File: config.mk
export PLATFORM = sky130hd
export DESIGN_NAME = baud_gen
export DESIGN_NICKNAME = d
export VERILOG_FILES = /design/src/inc/baud_gen_pkg.sv /design/src/design/baud_gen.sv
export VERILOG_INCLUDE_DIRS = /design/src /design/src/inc
export SDC_FILE = /design/constraint.sdc
export NUM_CORES = 1
export LEC_CHECK = 0
export BUFFER_PORTS_ARGS = -buffer_cell sky130_fd_sc_hd__buf_2
export CORE_UTILIZATION = 38
export CTS_CLUSTER_SIZE = 40
export DETAILED_ROUTE_END_ITERATION = 8
export PLACE_DENSITY_LB_ADDON = 0.05
export SLEW_MARGIN = 40
export SYNTH_ARGS = -nofsm -noshare
export SYNTH_HDL_FRONTEND = slang
export SYNTH_SLANG_ARGS = --single-unit
File: constraint.sdc
create_clock -name mclk_i -period 5.5 [get_ports mclk_i]
set_input_delay 0.275 -clock mclk_i [delete_from_list [all_inputs] [get_ports mclk_i]]
set_output_delay 0.275 -clock mclk_i [all_outputs]
set_load 0.01 [all_outputs]
File: src/inc/baud_gen_map.svh
/*
 * Register offsets, field positions, reset values and fixed counts of the
 * baud rate generator. Assumes a 32-bit Avalon-MM slave, word addressed by
 * byte address bits [3:2].
 */
// Contract
// - Stop serial clock unless protocol select is 1
// - Route interrupts only when protocol select is 1
// - Request peripheral clock when wake enabled
// - One baud clock shared by receiver and transmitter
// - Source select picks one of four clocks
// - Divide source by 16-bit clock divisor
// - Divisor zero gives no clock
// - Divisor one bypasses the divider
// - Divisor output samples; divide by 16 or 8
// - Oversample bit set gives 8x, clear 16x
// - Baud equals source over 8*(2-over)*divisor
// - Source select 3 chooses external serial clock
`ifndef BAUD_GEN_MAP_SVH
`define BAUD_GEN_MAP_SVH

// ==========================================================
// Register byte offsets
`define OFS_PARENT_MODE 4'h0
`define OFS_SERIAL_MODE 4'h4
`define OFS_BAUD_GEN 4'h8
`define OFS_STATUS 4'hc

// ==========================================================
// Field positions and values
`define PROTO_SERIAL 2'h1
`define SEL_MAIN 2'h0
`define SEL_MAIN_DIV 2'h1
`define SEL_PROG 2'h2
`define SEL_EXT 2'h3
`define POS_SEL 0
`define POS_OVER 2
`define POS_CLOCK_OUTPUT_ENABLE 3
`define POS_WAKE 4

// ==========================================================
// Reset values and fixed counts
`define RST_DIVISOR 16'h0000
`define MAIN_DIV_COUNT 3'h7
`define OVER8_LAST 4'h7
`define OVER16_LAST 4'hf

`endif

File: src/inc/baud_gen_pkg.sv
/*
 * Types of the baud rate generator. Assumes baud_gen_map.svh for numbers.
 */
package baud_gen_pkg;

	// Avalon-MM request from the master
	typedef struct packed {
		logic [3:0] address;
		logic read;
		logic write;
		logic [31:0] writedata;
	} avmm_req_type;

	// Avalon-MM answer to the master
	typedef struct packed {
		logic [31:0] readdata;
		logic waitrequest;
	} avmm_rsp_type;

	// Clocks handed to receiver and transmitter
	typedef struct packed {
		logic sample_pulse;
		logic baud_pulse;
		logic func_clk_en;
	} baud_out_type;

	// Bus slave state
	typedef enum logic [0:0] {
		bus_idle,
		bus_done
	} bus_state_type;

endpackage

File: src/design/baud_gen.sv
/*
 * Baud rate generator with protocol gating, interrupt routing and wake
 * requests. Assumes one 40 MHz clock; the external serial clock and the
 * programmable clock arrive as levels slower than a third of mclk_i.
 */
// The placing of the registers and the Avalon-MM register port were left to the implementer.
`timescale 1ns/10ps
`default_nettype none
`include "baud_gen_map.svh"

module baud_gen (
	// Clock and reset
	input wire logic mclk_i,
	input wire logic nrst_i,
	// Register bus
	input wire baud_gen_pkg::avmm_req_type bus_req_i,
	output baud_gen_pkg::avmm_rsp_type bus_rsp_o,
	// Clock sources and serial function events
	input wire logic prog_clk_i,
	input wire logic ext_sck_i,
	input wire logic func_irq_i,
	input wire logic func_busy_i,
	// Outputs toward receiver, transmitter and system
	output baud_gen_pkg::baud_out_type baud_o,
	output logic shared_irq_o,
	output logic clk_request_o
);
	import baud_gen_pkg::*;

	// ==========================================================
	// Registers
	logic [1:0] proto_reg, proto_next;
	logic [4:0] mode_reg, mode_next;
	logic [15:0] div_reg, div_next;
	bus_state_type bst_reg, bst_next;
	logic [31:0] rdata_reg, rdata_next;
	logic [2:0] sync_reg, sync_next;
	logic [2:0] psync_reg, psync_next;
	logic [2:0] mdiv_reg, mdiv_next;
	logic [15:0] cnt_reg, cnt_next;
	logic [3:0] ovs_reg, ovs_next;
	logic samp_reg, samp_next;
	logic baud_reg, baud_next;
	logic irq_reg, irq_next;
	logic req_reg, req_next;

	logic func_on, src_tick, over8, wake_en;
	logic [3:0] ovs_last;

	// Edge of a synchronised level; only stages two and three are read
	function automatic logic rise(input logic now, input logic prev);
		rise = now & ~prev;
	endfunction

	assign func_on = (proto_reg == `PROTO_SERIAL);
	assign over8 = mode_reg[`POS_OVER];
	assign wake_en = mode_reg[`POS_WAKE];
	assign ovs_last = over8 ? `OVER8_LAST : `OVER16_LAST;

	// ==========================================================
	// Bus slave: one wait state, then answer. Read data are loaded on
	// entry to the answer cycle so that they stand while waitrequest is
	// low; a write lands at the edge that ends the answer cycle.
	always_comb begin
		bst_next = bst_reg;
		rdata_next = rdata_reg;
		proto_next = proto_reg;
		mode_next = mode_reg;
		div_next = div_reg;
		case (bst_reg)
			bus_idle: begin
				if (bus_req_i.read || bus_req_i.write) begin
					bst_next = bus_done;
				end
				// Capture read data now, shown during the answer cycle
				if (bus_req_i.read) begin
					case (bus_req_i.address)
						`OFS_PARENT_MODE: rdata_next = {30'h0, proto_reg};
						`OFS_SERIAL_MODE: rdata_next = {27'h0, mode_reg};
						`OFS_BAUD_GEN: rdata_next = {16'h0, div_reg};
						`OFS_STATUS: rdata_next = {29'h0, req_reg, irq_reg,
							func_on};
						default: rdata_next = 32'h0000_0000;
					endcase
				end
			end
			bus_done: begin
				bst_next = bus_idle;
				if (bus_req_i.write) begin
					case (bus_req_i.address)
						`OFS_PARENT_MODE: proto_next = bus_req_i.writedata[1:0];
						`OFS_SERIAL_MODE: mode_next = bus_req_i.writedata[4:0];
						`OFS_BAUD_GEN: div_next = bus_req_i.writedata[15:0];
						default: ;
					endcase
				end
			end
			default: bst_next = bus_idle;
		endcase
	end

	// Waitrequest drops in the answer cycle; read data come from flops
	always_comb begin
		bus_rsp_o.waitrequest = (bst_reg != bus_done);
		bus_rsp_o.readdata = rdata_reg;
	end

	// ==========================================================
	// Source selection. Both slow clocks pass two flops before use; the
	// third flop only holds the previous level for edge detection, so a
	// metastable first stage never reaches the divider.
	always_comb begin
		sync_next = {sync_reg[1:0], ext_sck_i};
		psync_next = {psync_reg[1:0], prog_clk_i};
		mdiv_next = mdiv_reg + 3'h1;
		case (mode_reg[1:0])
			`SEL_MAIN: src_tick = 1'b1;
			`SEL_MAIN_DIV: src_tick = (mdiv_reg == `MAIN_DIV_COUNT);
			`SEL_PROG: src_tick = rise(psync_reg[1], psync_reg[2]);
			`SEL_EXT: src_tick = rise(sync_reg[1], sync_reg[2]);
			default: src_tick = 1'b0;
		endcase
	end

	// ==========================================================
	// Divider and oversampling: divisor pulses form the sampling clock,
	// then every 8th or 16th sample gives the shared baud pulse
	always_comb begin
		cnt_next = cnt_reg;
		ovs_next = ovs_reg;
		samp_next = 1'b0;
		baud_next = 1'b0;
		if (!func_on || div_reg == 16'h0000) begin
			cnt_next = 16'h0000;
			ovs_next = 4'h0;
		end else if (src_tick) begin
			if (div_reg == 16'h0001 || cnt_reg >= div_reg - 16'h0001) begin
				cnt_next = 16'h0000;
				samp_next = 1'b1;
				if (ovs_reg >= ovs_last) begin
					ovs_next = 4'h0;
					baud_next = 1'b1;
				end else begin
					ovs_next = ovs_reg + 4'h1;
				end
			end else begin
				cnt_next = cnt_reg + 16'h0001;
			end
		end
	end

	// Interrupt routing and clock request
	always_comb begin
		irq_next = func_on & func_irq_i;
		req_next = wake_en & func_busy_i;
	end

	always_comb begin
		baud_o.sample_pulse = samp_reg;
		baud_o.baud_pulse = baud_reg;
		baud_o.func_clk_en = func_on;
		shared_irq_o = irq_reg;
		clk_request_o = req_reg;
	end

	// ==========================================================
	// State registers
	always_ff @(posedge mclk_i or negedge nrst_i) begin
		if (!nrst_i) begin
			proto_reg <= 2'h0;
			mode_reg <= 5'h00;
			div_reg <= `RST_DIVISOR;
			bst_reg <= bus_idle;
			rdata_reg <= 32'h0000_0000;
			sync_reg <= 3'h0;
			psync_reg <= 3'h0;
			mdiv_reg <= 3'h0;
			cnt_reg <= 16'h0000;
			ovs_reg <= 4'h0;
			samp_reg <= 1'b0;
			baud_reg <= 1'b0;
			irq_reg <= 1'b0;
			req_reg <= 1'b0;
		end else begin
			proto_reg <= proto_next;
			mode_reg <= mode_next;
			div_reg <= div_next;
			bst_reg <= bst_next;
			rdata_reg <= rdata_next;
			sync_reg <= sync_next;
			psync_reg <= psync_next;
			mdiv_reg <= mdiv_next;
			cnt_reg <= cnt_next;
			ovs_reg <= ovs_next;
			samp_reg <= samp_next;
			baud_reg <= baud_next;
			irq_reg <= irq_next;
			req_reg <= req_next;
		end
	end

endmodule // baud_gen
`default_nettype wire

# Yosys cells after proc, flatten, opt, wreduce, memory -nomap -nowiden
# Cells that the tools add are included.
# W data, S select, Z words.
dict set report classes {
  eq_ne 9
  n_reduce_logical 14
  magnitude_cmp 2
  bitwise_logic 7
  mux 19
  addsub 4
}
# op count
set op_table {}
lappend op_table {{$pmux W16 S4} 1}
lappend op_table {{$mux W16} 3}
lappend op_table {{$mux W4} 5}
lappend op_table {{$add A16 B1 Y16 const B} 1}
lappend op_table {{$eq A16 B1 Y1 const B} 1}
lappend op_table {{$ge A16 B16 Y1} 1}
lappend op_table {{$logic_not A16 Y1} 1}
lappend op_table {{$sub A16 B1 Y16 const B} 1}
lappend op_table {{$reduce_and A3 Y1} 3}
lappend op_table {{$eq A4 B4 Y1 const B} 2}
lappend op_table {{$mux W1} 8}
lappend op_table {{$add A4 B1 Y4 const B} 1}
lappend op_table {{$and A1 B1 Y1} 4}
lappend op_table {{$eq A2 B1 Y1 const B} 2}
lappend op_table {{$eq A2 B2 Y1 const B} 2}
lappend op_table {{$eq A4 B3 Y1 const B} 1}
lappend op_table {{$ge A4 B4 Y1} 1}
lappend op_table {{$logic_not A4 Y1} 1}
lappend op_table {{$pmux W1 S4} 1}
lappend op_table {{$reduce_and A2 Y1} 2}
lappend op_table {{$reduce_bool A2 Y1} 2}
lappend op_table {{$add A3 B1 Y3 const B} 1}
lappend op_table {{$eq A3 B3 Y1 const B} 1}
lappend op_table {{$logic_or A1 B1 Y1} 3}
lappend op_table {{4 further kinds} 6}
dict set report totals {
  out_inout_bits 38
  regBits 89
  wordCells 69
}

# Depth between registers and ports, before layout
# Gate-level depths: netlist of run 1.
dict set report logic_depth {
  word_depth 6
  ltp_mapped 14
  ltp_nobuf 13
}

# Least setup slack after synthesis of run 1
# OpenSTA, ideal clock, no wires.
dict set report synth_path {
  path_type {register to register}
  startpoint {register div_reg[2]}
  endpoint {register cnt_reg[10]}
  period_less_slack_ns 3.160
  slack_ns 2.340
  path_stages_with_launch 13
  arrival_time_ns 3.041
  setup_ns 0.119
  cell_sequence {dfrtp_1 > nor4_1 > nand2_1 > nor3b_1 > xnor2_1 > ha_1 > nand4_2 > or3_1 > a311o_2 > and4_4 > o21ai_4 > buf_12 > nor2_2}
}
dict set report synth_between {
  elab_chain_len 6
  elab_cells_between_ends 10
  cone_classes {1 x add/sub; 1 x order compare; 1 x eq/ne; 3 x mux; 4 x reduce/logical}
}
# element line_no
set synth_lines {}
lappend synth_lines {{start, declared} baud_gen.sv:34} ;# logic [15:0] div_reg, div_next;
lappend synth_lines {{start signal, assigned} baud_gen.sv:172} ;# div_reg <= `RST_DIVISOR;
lappend synth_lines {{start signal, assigned} baud_gen.sv:187} ;# div_reg <= div_next;
lappend synth_lines {{$sub A16 B1 Y16} baud_gen.sv:137} ;# if (div_reg == 16'h0001 || cnt_reg >= div_reg - 16'h0001) begin
lappend synth_lines {{$ge A16 B16 Y1} baud_gen.sv:137}
lappend synth_lines {{$logic_or A1 B1 Y1} baud_gen.sv:137}
lappend synth_lines {{$mux W16} baud_gen.sv:137}
lappend synth_lines {{$mux W16} baud_gen.sv:136} ;# end else if (src_tick) begin
lappend synth_lines {{$mux W16} baud_gen.sv:133} ;# if (!func_on || div_reg == 16'h0000) begin
lappend synth_lines {{end signal, assigned} baud_gen.sv:193} ;# cnt_reg <= cnt_next;
lappend synth_lines {{end, declared} baud_gen.sv:40} ;# logic [15:0] cnt_reg, cnt_next;
# Several ways; a longest one is shown, not always the timed one. The select of a mux whose other input is x is not followed.
# A chain may end at the register's enable or synchronous reset.

# Final worst setup path of run 1
dict set report layout_path {
  startpoint {register div_reg[2]}
  endpoint {register cnt_reg[3]}
}
# Same word-level chain as after synthesis.

==> results of run 1 <==
[power by group]
group	internal, W	total, W	switching, W
clock	0.000269	0.000479	0.000209
combinational	0.000147	0.000331	0.000183
sequential	0.000584	0.000652	0.0000681
total	0.00100	0.00146	0.000461
[cells by family (layout without fill, tap and decap cells)]
group,count (synthesis),count (layout),share of synthesized area
buf+inv,32,74,0.0552
fa+ha+maj,23,23,0.0734
xor+xnor,26,26,0.0581
simple gates,120,120,0.168
mux,27,27,0.0830
compound gates,49,49,0.0957
other cells,1,16,0.000956
flops,73,73,0.466
[cells in the final DEF (no fill, tap or decap), drive strengths merged, types with 6 or more instances in the layout]
cell / n
nor2b: 6
xor2: 16
ha: 23
a22o: 13
nor3: 9
a21oi: 8
nand3: 11
nand4: 10
dfrtp: 73
conb: 16
mux2: 24
clkbuf: 10
inv: 7
xnor2: 10
buf: 51
nand2: 30
nor2: 28
o21ai: 13
[cell type report]
type	instances	share of cell area
tap	133	0.0373
inverter	6	0.00505
sequential	73	0.410
clock buffer	10	0.0309
timing repair buffer	52	0.0628
clock inverter	6	0.0202
multi-input combinational	261	0.434
[worst paths after layout]
| path | slack (ps) | to |
|---|---|---|
| setup / recovery | 1780 | cnt_reg[3] |
| hold / removal | 30 | sync_reg[0] |
| max in group asynchronous | 4510 | cnt_reg[15] |
| hold reg to reg | 360 | psync_reg[1] |
| min in group asynchronous | 480 | cnt_reg[14] |
| setup reg to reg | 1780 | cnt_reg[3] |
[critical path, cell delays in order (launching register included)]
cell and delay, ps:
dfrtp_1 470, nor4_1 570, nand2_1 220, nor3b_1 280, xnor2_1 100, ha_1 300, nand4_2 140, or3_1 400
a311o_2 330, and4_4 210, o21ai_4 460, nor2_1 100
[metrics by stage]
step                      hold WS (ps)  total power (W)   util  worst slack [ps]  instances
after floorplan                  -20.6         0.000914      -              2340        366
after global placement             336         0.000989  0.424              1730        522
after detailed placement           337         0.000998  0.426              1730        524
after CTS                         5.55          0.00149  0.450              1710        541
after global routing              6.80          0.00155  0.450              1350        541
final                             29.3          0.00146  0.450              1780        541
[cell usage after synthesis (4+ instances only)]
library cell,n
dfrtp_1,73
nor2_2,10
nor2_1,18
buf_4,19
clkbuf_1,4
o21ai_0,12
a22o_1,12
xor2_1,16
nor3b_1,4
nand3_1,11
nor2b_1,6
mux2_2,24
nor3_1,8
xnor2_1,10
nand2_1,30
a21oi_1,8
ha_1,23
inv_1,6
and3_1,5
nand4_1,9
[layer usage]
layer | track usage | vias up
li1 | - | 1326
met1 | 0.217 | 1345
met2 | 0.256 | 58
met3 | 0.0371 | 9
met4 | 0.0497 | 0
met5 | 0 | -
[what timing repair did]
| item | in CTS | in global routing |
|---|---|---|
| endpoints found under the hold margin | 73 | 0 |
| endpoints found under the setup margin | 0 | 0 |
| hold buffers | 1 | 0 |
==> results by group, run 1 <==
Status
  – Outcome: complete, no violations

Drt
  – Routed WL: ~8000 um
  – Pre-antenna DRT Iters: 4
  – DR iter-0 viols: slightly above 70
  – Routed met1 length: roughly 3700 um
  – Drt wl/cell: ~15 um
  – Routed Antenna Nets: 0
  – Met2 routed WL: slightly below 4000 um
  – Routed via count: ~2700
  – Max Used Layer: met4
  – Metal3 WL: approximately 320 um
  – Drt via density: approximately 5.1
  – DRC viols: 0

STA
  – Final slew viol count: 0
  – Hold Vio Cnt, Final: 0
  – Max-slew headroom: 0.447
  – Fin crit period: 3720 ps
  – Final period util: 0.677
  – Slew @ Worst Pin: 827 ps
  – Setup_tns: 0 ps
  – Setup violators final: 0
  – Fmax: roughly 270 MHz
  – RSZ-0062 raised after global routing: no
  – Fin Clk Skew: 11.8 ps

Die
  – # rows: 36
  – Starting Density: 0.396
  – Full die area: between 0.01 and 0.015 sq mm
  – Die height: 104 um
  – DIE WIDTH: 104 um
  – IO Count: 82
  – Core area: about 0.0099 sq mm

Synth
  – Post-Syn Area: ~0.0039 sq mm
  – Synth async-reset ratio: 1.00
  – Synth area leaders: dfrtp_1 (47%), ha_1 (7.3%), mux2_2 (6.9%)
  – Prevailing post-synth register cell: dfrtp_1
  – Largest area contributor in the netlist: dfrtp_1
  – Avg Cell Area, Syn: ~11 sq um
  – Synth cell types: 52
  – Number of flops mapped to enable cells by yosys: 0
  – Sequential share of the synthesized area: 0.466
  – Yosys reg bits: 73
  – Top cell type's share of synthesized area: 0.466
  – Yosys warnings: 0
  – Post-synthesis cell count: around 350

GRT
  – Initial antenna violation count: 0
  – GRT Resource Usage Total: 0.161
  – Pin count of the biggest net entering global routing: 74
  – Vias in the first global route: about 2600
  – GRT overflow: 0
  – First-pass GRT wire length: 13700 um

Worst setup path
  – Worst EP required: 5710 ps
  – WS Path Type: register to register
  – Worst-path fanout max: 13
  – Worst r2r path cells: 11
  – Reg-to-Reg Start: div_reg[2]
  – Worst Path Arrival: between 3000 and 4000 ps
  – Crit start category: register
  – CP Capture Type: register
  – Crit path launch: div_reg[2]

Finish
  – Nets: 470
  – Fillers: 977
  – Multi-input gate area: slightly below 0.002 sq mm
  – P&R area growth vs syn: 13.8%
  – Register area: between 0.0015 and 0.002 sq mm
  – Design area: ~0.0045 sq mm
  – Diodes inserted: 0
  – Fraction of layout instances using a drive strength above 1: 0.282

Power and ir drop
  – Power Dens Cells: 328 mW/mm^2
  – Leakage power: between 2 and 2.5 nW
  – Worst vdd rail ir drop: between 0.15 and 0.2 mV

Hold path
  – Hold Crit Depth: 1
  – Worst min path class: input port to register
  – Min-delay src: ext_sck_i

Place
  – Placed inst area: around 0.0042 sq mm
  – Port bufs: slightly below 50
  – Placer Congestion: ~0.75
  – Dpl hpwl: 5830 um

Run
  – Number of max-cap violations: 0

CTS
  – Post-CTS Setup Repair Bufs: 0
  – Clock Pin Slew Worst Setup and Hold Paths: about 80 ps
  – Clock H-tree levels: 3
  – Post-CTS resize count: 0
  – Clk buf depth: 2
  – Root buf cell: clkbuf_8
  – CTS tree: built
  – Clk Latency, worst-skew pair: approximately 350 ps
  – CTS Buf Count: 9
  – CTS sink cnt: 73
No activity file was read; power rests on OpenSTA's default activity.
==> inputs of run 2 (changes only) <==
==> constraint.sdc (replaced) <==
create_clock -name mclk_i -period 3.1 [get_ports mclk_i]
set_input_delay 0.155 -clock mclk_i [delete_from_list [all_inputs] [get_ports mclk_i]]
set_output_delay 0.155 -clock mclk_i [all_outputs]
set_load 0.01 [all_outputs]
==> run 2 against run 1 <==
Net effect: highest routed layer unchanged; first-iteration DRC count shrank 15%; largest cell class unchanged; clock skew is 2.7 ps lower; wire length rose by 4.8%; sequential power is 72% higher.
==> results by group, run 2 (synthesized netlist as in run 1, its figures left out) <==
Status
  – Outcome: complete, no violations

Worst setup path
  – Worst EP required: about 3400 ps
  – CP Capture Type: register
  – WS Path Type: register to register
  – Worst-path fanout max: 6
  – Worst Path Arrival: ~3300 ps
  – Crit start category: register

CTS
  – Root buf cell: clkbuf_8
  – CTS tree: built
  – Clock Pin Slew Worst Setup and Hold Paths: around 80 ps
  – Clk buf depth: 2
  – Clk Latency, worst-skew pair: ~360 ps
  – Clock H-tree levels: 3
  – CTS Buf Count: 9
  – CTS sink cnt: 73

Finish
  – Filler-free cell count of the finished design: between 500 and 600
  – Most frequent cells in the layout: dfrtp_1 (73), buf_2 (48), buf_4 (28), nand2_1 (27), mux2_2 (24)
  – Diodes inserted: 0
  – Commonest non-fill, non-tap cell in the layout: dfrtp_1
  – Fraction of layout instances using a drive strength above 1: 0.362
  – Final core utilization: 0.485
  – P&R area growth vs syn: 22.6%
  – Fillers: 936
  – Nets: 504

STA
  – Setup_tns: 0 ps
  – Final slew viol count: 0
  – Setup violators final: 0
  – Fin crit period: roughly 3100 ps
  – Slew @ Worst Pin: a little over 800 ps
  – Max-slew headroom: 0.461
  – Fin Clk Skew: ~9 ps
  – Hold Vio Cnt, Final: 0
  – RSZ-0062 raised after global routing: yes
  – Final period util: 0.986
  – Fmax: approximately 330 MHz

Power and ir drop
  – Power Dens Cells: roughly 560 mW/mm^2
  – Worst vdd rail ir drop: approximately 0.29 mV
  – Leakage power: roughly 2.3 nW

GRT
  – First-pass GRT wire length: 14200 um
  – GRT Resource Usage Total: 0.170
  – Vias in the first global route: 2855
  – Initial antenna violation count: 0
  – GRT overflow: 0
  – Pin count of the biggest net entering global routing: 74

Drt
  – Drt via density: ~4.9
  – DRC viols: 0
  – Pre-antenna DRT Iters: 4
  – Drt wl/cell: approximately 15 um
  – Routed via count: around 2800
  – Routed WL: around 8400 um
  – DR iter-0 viols: roughly 60
  – Routed Antenna Nets: 0

Die
  – Full die area: about 0.011 sq mm
  – # rows: 36
  – Starting Density: 0.396
  – DIE WIDTH: between 100 and 150 um
  – Die height: about 100 um
  – IO Count: 82
  – Core area: roughly 0.0099 sq mm

Run
  – Number of max-cap violations: 0

Hold path
  – Worst min path class: input port to register

Place
  – Port bufs: slightly below 50
  – Placer Congestion: about 0.73
  – Cells after DPL: approximately 550
  – Dpl hpwl: between 6000 and 7000 um
==> run 2: cell types whose count changed in the layout (fill, tap and decap cells not counted), moves of 3 or more <==
| cell | previous run | this run |
|---|---|---|
| nor2_1 | 18 | 15 |
| dlygate4sd3_1 | 1 | 5 |
| buf_4 | 1 | 28 |
| nand2_1 | 30 | 27 |
| nor4_1 | 3 | 0 |
| o21ai_0 | 12 | 9 |
==> run 2: stage by stage <==
step | hold WS [ps] | instance area, sq um | setup WS, ps | power [W]
final | 34.1 | 4810 | 44.0 | 0.00268
after global routing | 20.6 | 4810 | -131 | 0.00287
after CTS | 10.6 | 4770 | 29.1 | 0.00271
after detailed placement | 229 | 4410 | -134 | 0.00191
after global placement | 265 | 4400 | -122 | 0.00189
after floorplan | -141 | 3980 | 32.6 | 0.00163
==> run 2: worst paths after layout <==
path / start / to / slack [ps] / depth (start not counted)
max: div_reg[5] / cnt_reg[3] / 40 / 14
min: bus_req_i[14] / div_reg[14] / 30 / 2
max reg2reg: div_reg[5] / cnt_reg[3] / 40 / 14
min reg2reg: psync_reg[0] / psync_reg[1] / 360 / 0
max in group asynchronous: nrst_i / ovs_reg[2] / 2250 / 2
min in group asynchronous: nrst_i / cnt_reg[7] / 360 / 2
==> run 2: where the power goes <==
part	internal [W]	switching, W
combinational	0.000430	0.000439
sequential	0.00104	0.0000829
clock	0.000313	0.000383
total	0.00178	0.000905
==> run 2: cell type report <==
class | count | area (sq um) | area share
inverter | 6 | 22.5 | 0.00469
timing repair buffer | 86 | 579 | 0.121
clock buffer | 10 | 138 | 0.0286
clock inverter | 6 | 42.5 | 0.00885
multi-input combinational | 261 | 2030 | 0.423
sequential | 73 | 1830 | 0.380
tap | 133 | 166 | 0.0346
==> run 2: repair_timing <==
item,4_1_cts,5_1_grt
hold buffers,5,0
endpoints found under the setup margin,20,21
pin swaps,6,10
buffers inserted,5,1
cloned,1,0
resized for setup,13,13
hold endpoints to repair,77,0
==> run 2: critical path, cell delays in order, from the launching register on <==
cell and delay [ps]:
dfrtp_1 430, buf_6 140, nor3_4 170, nand2b_1 130, nor2_4 150, nand2_1 80
xor2_1 150, ha_1 310, nand4_2 110, or3_4 340, a311o_2 320, and4_4 200
o21ai_4 210, clkbuf_16 180, nor2_1 40
==> run 2: layer usage <==
| layer | up-vias | track usage | wire, um |
|---|---|---|---|
| met5 | - | 0 | 0 |
| met4 | 0 | 0.0621 | 92 |
| met3 | 9 | 0.0434 | 282 |
| met2 | 51 | 0.288 | 4190 |
| met1 | 1365 | 0.208 | 3800 |
| li1 | 1397 | - | - |
==> inputs of run 3 (changes only) <==
--- a/config.mk
+++ b/config.mk
@@ -7,7 +7,9 @@
 export NUM_CORES = 1
 export LEC_CHECK = 0
 export BUFFER_PORTS_ARGS = -buffer_cell sky130_fd_sc_hd__buf_2
-export CORE_UTILIZATION = 38
+export CELL_PAD_IN_SITES_DETAIL_PLACEMENT = 1
+export CELL_PAD_IN_SITES_GLOBAL_PLACEMENT = 2
+export CORE_UTILIZATION = 32
 export CTS_CLUSTER_SIZE = 40
 export DETAILED_ROUTE_END_ITERATION = 8
 export PLACE_DENSITY_LB_ADDON = 0.05
==> run 3 against run 2 <==
Net effect: combinational power grew 4.7%; first-iteration DRC count grew 48%; cell area grew 4.9%; cell count grew 3.3%; clock skew shrank 4.7 ps; worst hold slack is essentially flat; highest routed layer unchanged; sequential share of layout area shrank 1.7 points; critical endpoint is now cnt_reg[15]; via count grew 4.4%.
==> results by group, run 3 (synthesized netlist as in run 1, its figures left out) <==
CTS
  – Clock H-tree levels: 3
  – Clk buf depth: 2
  – CTS tree: built
  – Root buf cell: clkbuf_16
  – Clk Latency, worst-skew pair: between 300 and 400 ps
  – Clock Pin Slew Worst Setup and Hold Paths: 60 ps
  – CTS Buf Count: 9
  – CTS sink cnt: between 70 and 80

STA
  – Setup violators final: 0
  – Fin Clk Skew: approximately 4.3 ps
  – Fin crit period: 3020 ps
  – Fmax: 331 MHz
  – Slew @ Worst Pin: 972 ps
  – Hold Vio Cnt, Final: 0
  – RSZ-0062 raised after global routing: yes
  – Max-slew headroom: 0.349
  – Final period util: 0.975
  – Final slew viol count: 0

Die
  – Full die area: between 0.01 and 0.015 sq mm
  – Die height: roughly 110 um
  – IO Count: around 80
  – Core area: between 0.01 and 0.015 sq mm
  – # rows: 40
  – DIE WIDTH: approximately 110 um
  – Starting Density: 0.328

Drt
  – DRC viols: 0
  – Pre-antenna DRT Iters: 4
  – Routed WL: about 9500 um
  – DR iter-0 viols: 90
  – Routed Antenna Nets: 0
  – Routed via count: slightly below 3000
  – Drt wl/cell: about 16 um
  – Drt via density: slightly below 5

GRT
  – Met1 Use GR: 0.205
  – Initial antenna violation count: 0
  – GRT busiest layer: met2
  – Vias in the first global route: approximately 3000
  – Met3 Use GR: 0.0375
  – GRT Resource Usage Total: 0.164
  – Pin count of the biggest net entering global routing: 74
  – GRT overflow: 0
  – First-pass GRT wire length: around 16000 um
  – Met2 Track Usage GR: 0.279

Finish
  – P&R area growth vs syn: 28.6%
  – Most frequent cells in the layout: dfrtp_1 (71), buf_2 (48), buf_4 (34), nand2_1 (26), mux2_2 (24)
  – Filler-free cell count of the finished design: ~590
  – Fraction of layout instances using a drive strength above 1: 0.389
  – Nets: between 500 and 600
  – Commonest non-fill, non-tap cell in the layout: dfrtp_1
  – Design area: 0.00504 sq mm
  – Diodes inserted: 0

Worst setup path
  – Crit-path max cell delay: a little over 400 ps
  – Worst Path Arrival: roughly 3300 ps
  – WS Path Type: register to register
  – CP Capture Type: register
  – Crit start category: register
  – Worst path slowest cell: dfrtp_1
  – CP Cell Sequence: buf_6 > nor3_4 > nand2b_1 > nor2_1 > buf_4 > nand2_1 > xor2_1 > ha_1 > nand2_1 > or3_4 > a311o_2 > and4_4 > o21ai_4 > buf_8 > nor2_1
  – Worst-path fanout max: 7
  – Worst EP required: about 3300 ps

Power and ir drop
  – Worst vdd rail ir drop: roughly 0.38 mV
  – Power Dens Cells: 659 mW/mm^2
  – Leakage power: ~2.4 nW

Hold path
  – Worst min path class: input port to register

Place
  – Placer Congestion: roughly 0.7
  – Dpl hpwl: between 7000 and 8000 um
  – Placed inst area: approximately 0.0045 sq mm
  – Cells after DPL: 570
  – Port bufs: 49

Status
  – Outcome: complete, no violations

Run
  – Number of max-cap violations: 0
## run 3: cell count changes in the layout (fill, tap and decap cells not counted), moves of 2 or more
cell and delta:
dlygate4sd3_1 -2, clkinv_2 -2, clkbuf_8 -10, buf_6 +2
buf_4 +6, clkbuf_16 +8, clkinvlp_4 -2, inv_1 -2
inv_2 +2, dfrtp_2 +2, dfrtp_1 -2, bufinv_16 +4
## run 3: worst max-delay path, delay by kind of cell (launching register included)
kind	cells	cell delay (ps)
DFF	1	410
adders and majority gates	1	280
and+or+nand+nor	8	1130
buffers and inverters	3	450
AOI/OAI and AO/OA	2	470
xor gates and xnor gates	1	160
## run 3: metrics by stage
stage	setup WS (ps)	utilization	power, W	setup TNS [ps]	hold WS, ps
6_report	78.8	0.422	0.00332	0	33.8
5_1_grt	-109	0.422	0.00352	-1610	32.3
4_1_cts	4.05	0.421	0.00341	0	25.2
3_5_place_dp	-103	0.376	0.00199	-1430	235
3_3_place_gp	-78.6	0.375	0.00197	-1040	265
2_1_floorplan	32.6	-	0.00163	0	-141
## run 3: path summary, 6_finish.rpt
check                       startpoint           end  slack, ps  depth (start not counted)
setup / recovery            div_reg[5]   cnt_reg[15]         80                         15
hold / removal              func_irq_i  shared_irq_o         30                          2
setup reg to reg            div_reg[5]   cnt_reg[15]         80                         15
hold reg to reg            sync_reg[0]   sync_reg[1]        340                          0
max in group asynchronous       nrst_i    div_reg[4]       2190                          2
min in group asynchronous       nrst_i   cnt_reg[13]        410                          2
## run 3: layout make-up
type / instances / area [sq um]
Sequential cell: 73 / 1830
Multi-Input combinational cell: 261 / 2040
Clock buffer: 10 / 229
Inverter: 6 / 22.5
Fill cell: 1323 / 6920
Clock inverter: 6 / 138
Tap cell: 147 / 184
Timing Repair Buffer: 91 / 597
## run 3: what timing repair did
item | 4_1_cts | 5_1_grt
hold buffers | 3 | 0
pin swaps | 6 | 2
setup buffers | 4 | 2
hold endpoints to repair | 75 | 0
gates resized for setup | 21 | 15
endpoints found under the setup margin | 22 | 22
gates cloned | 1 | 0
## run 3: power breakdown
group / leakage [nW] / internal (W) / switching, W
Clock: 0.178 / 0.000874 / 0.000419
Sequential: 0.971 / 0.00104 / 0.0000830
Combinational: 1.23 / 0.000451 / 0.000459
## run 3: layer usage
| layer | vias up | routed length, um |
|---|---|---|
| met5 | - | 0 |
| met4 | 0 | 126 |
| met3 | 11 | 277 |
| met2 | 44 | 4810 |
| met1 | 1485 | 4310 |
| li1 | 1406 | - |
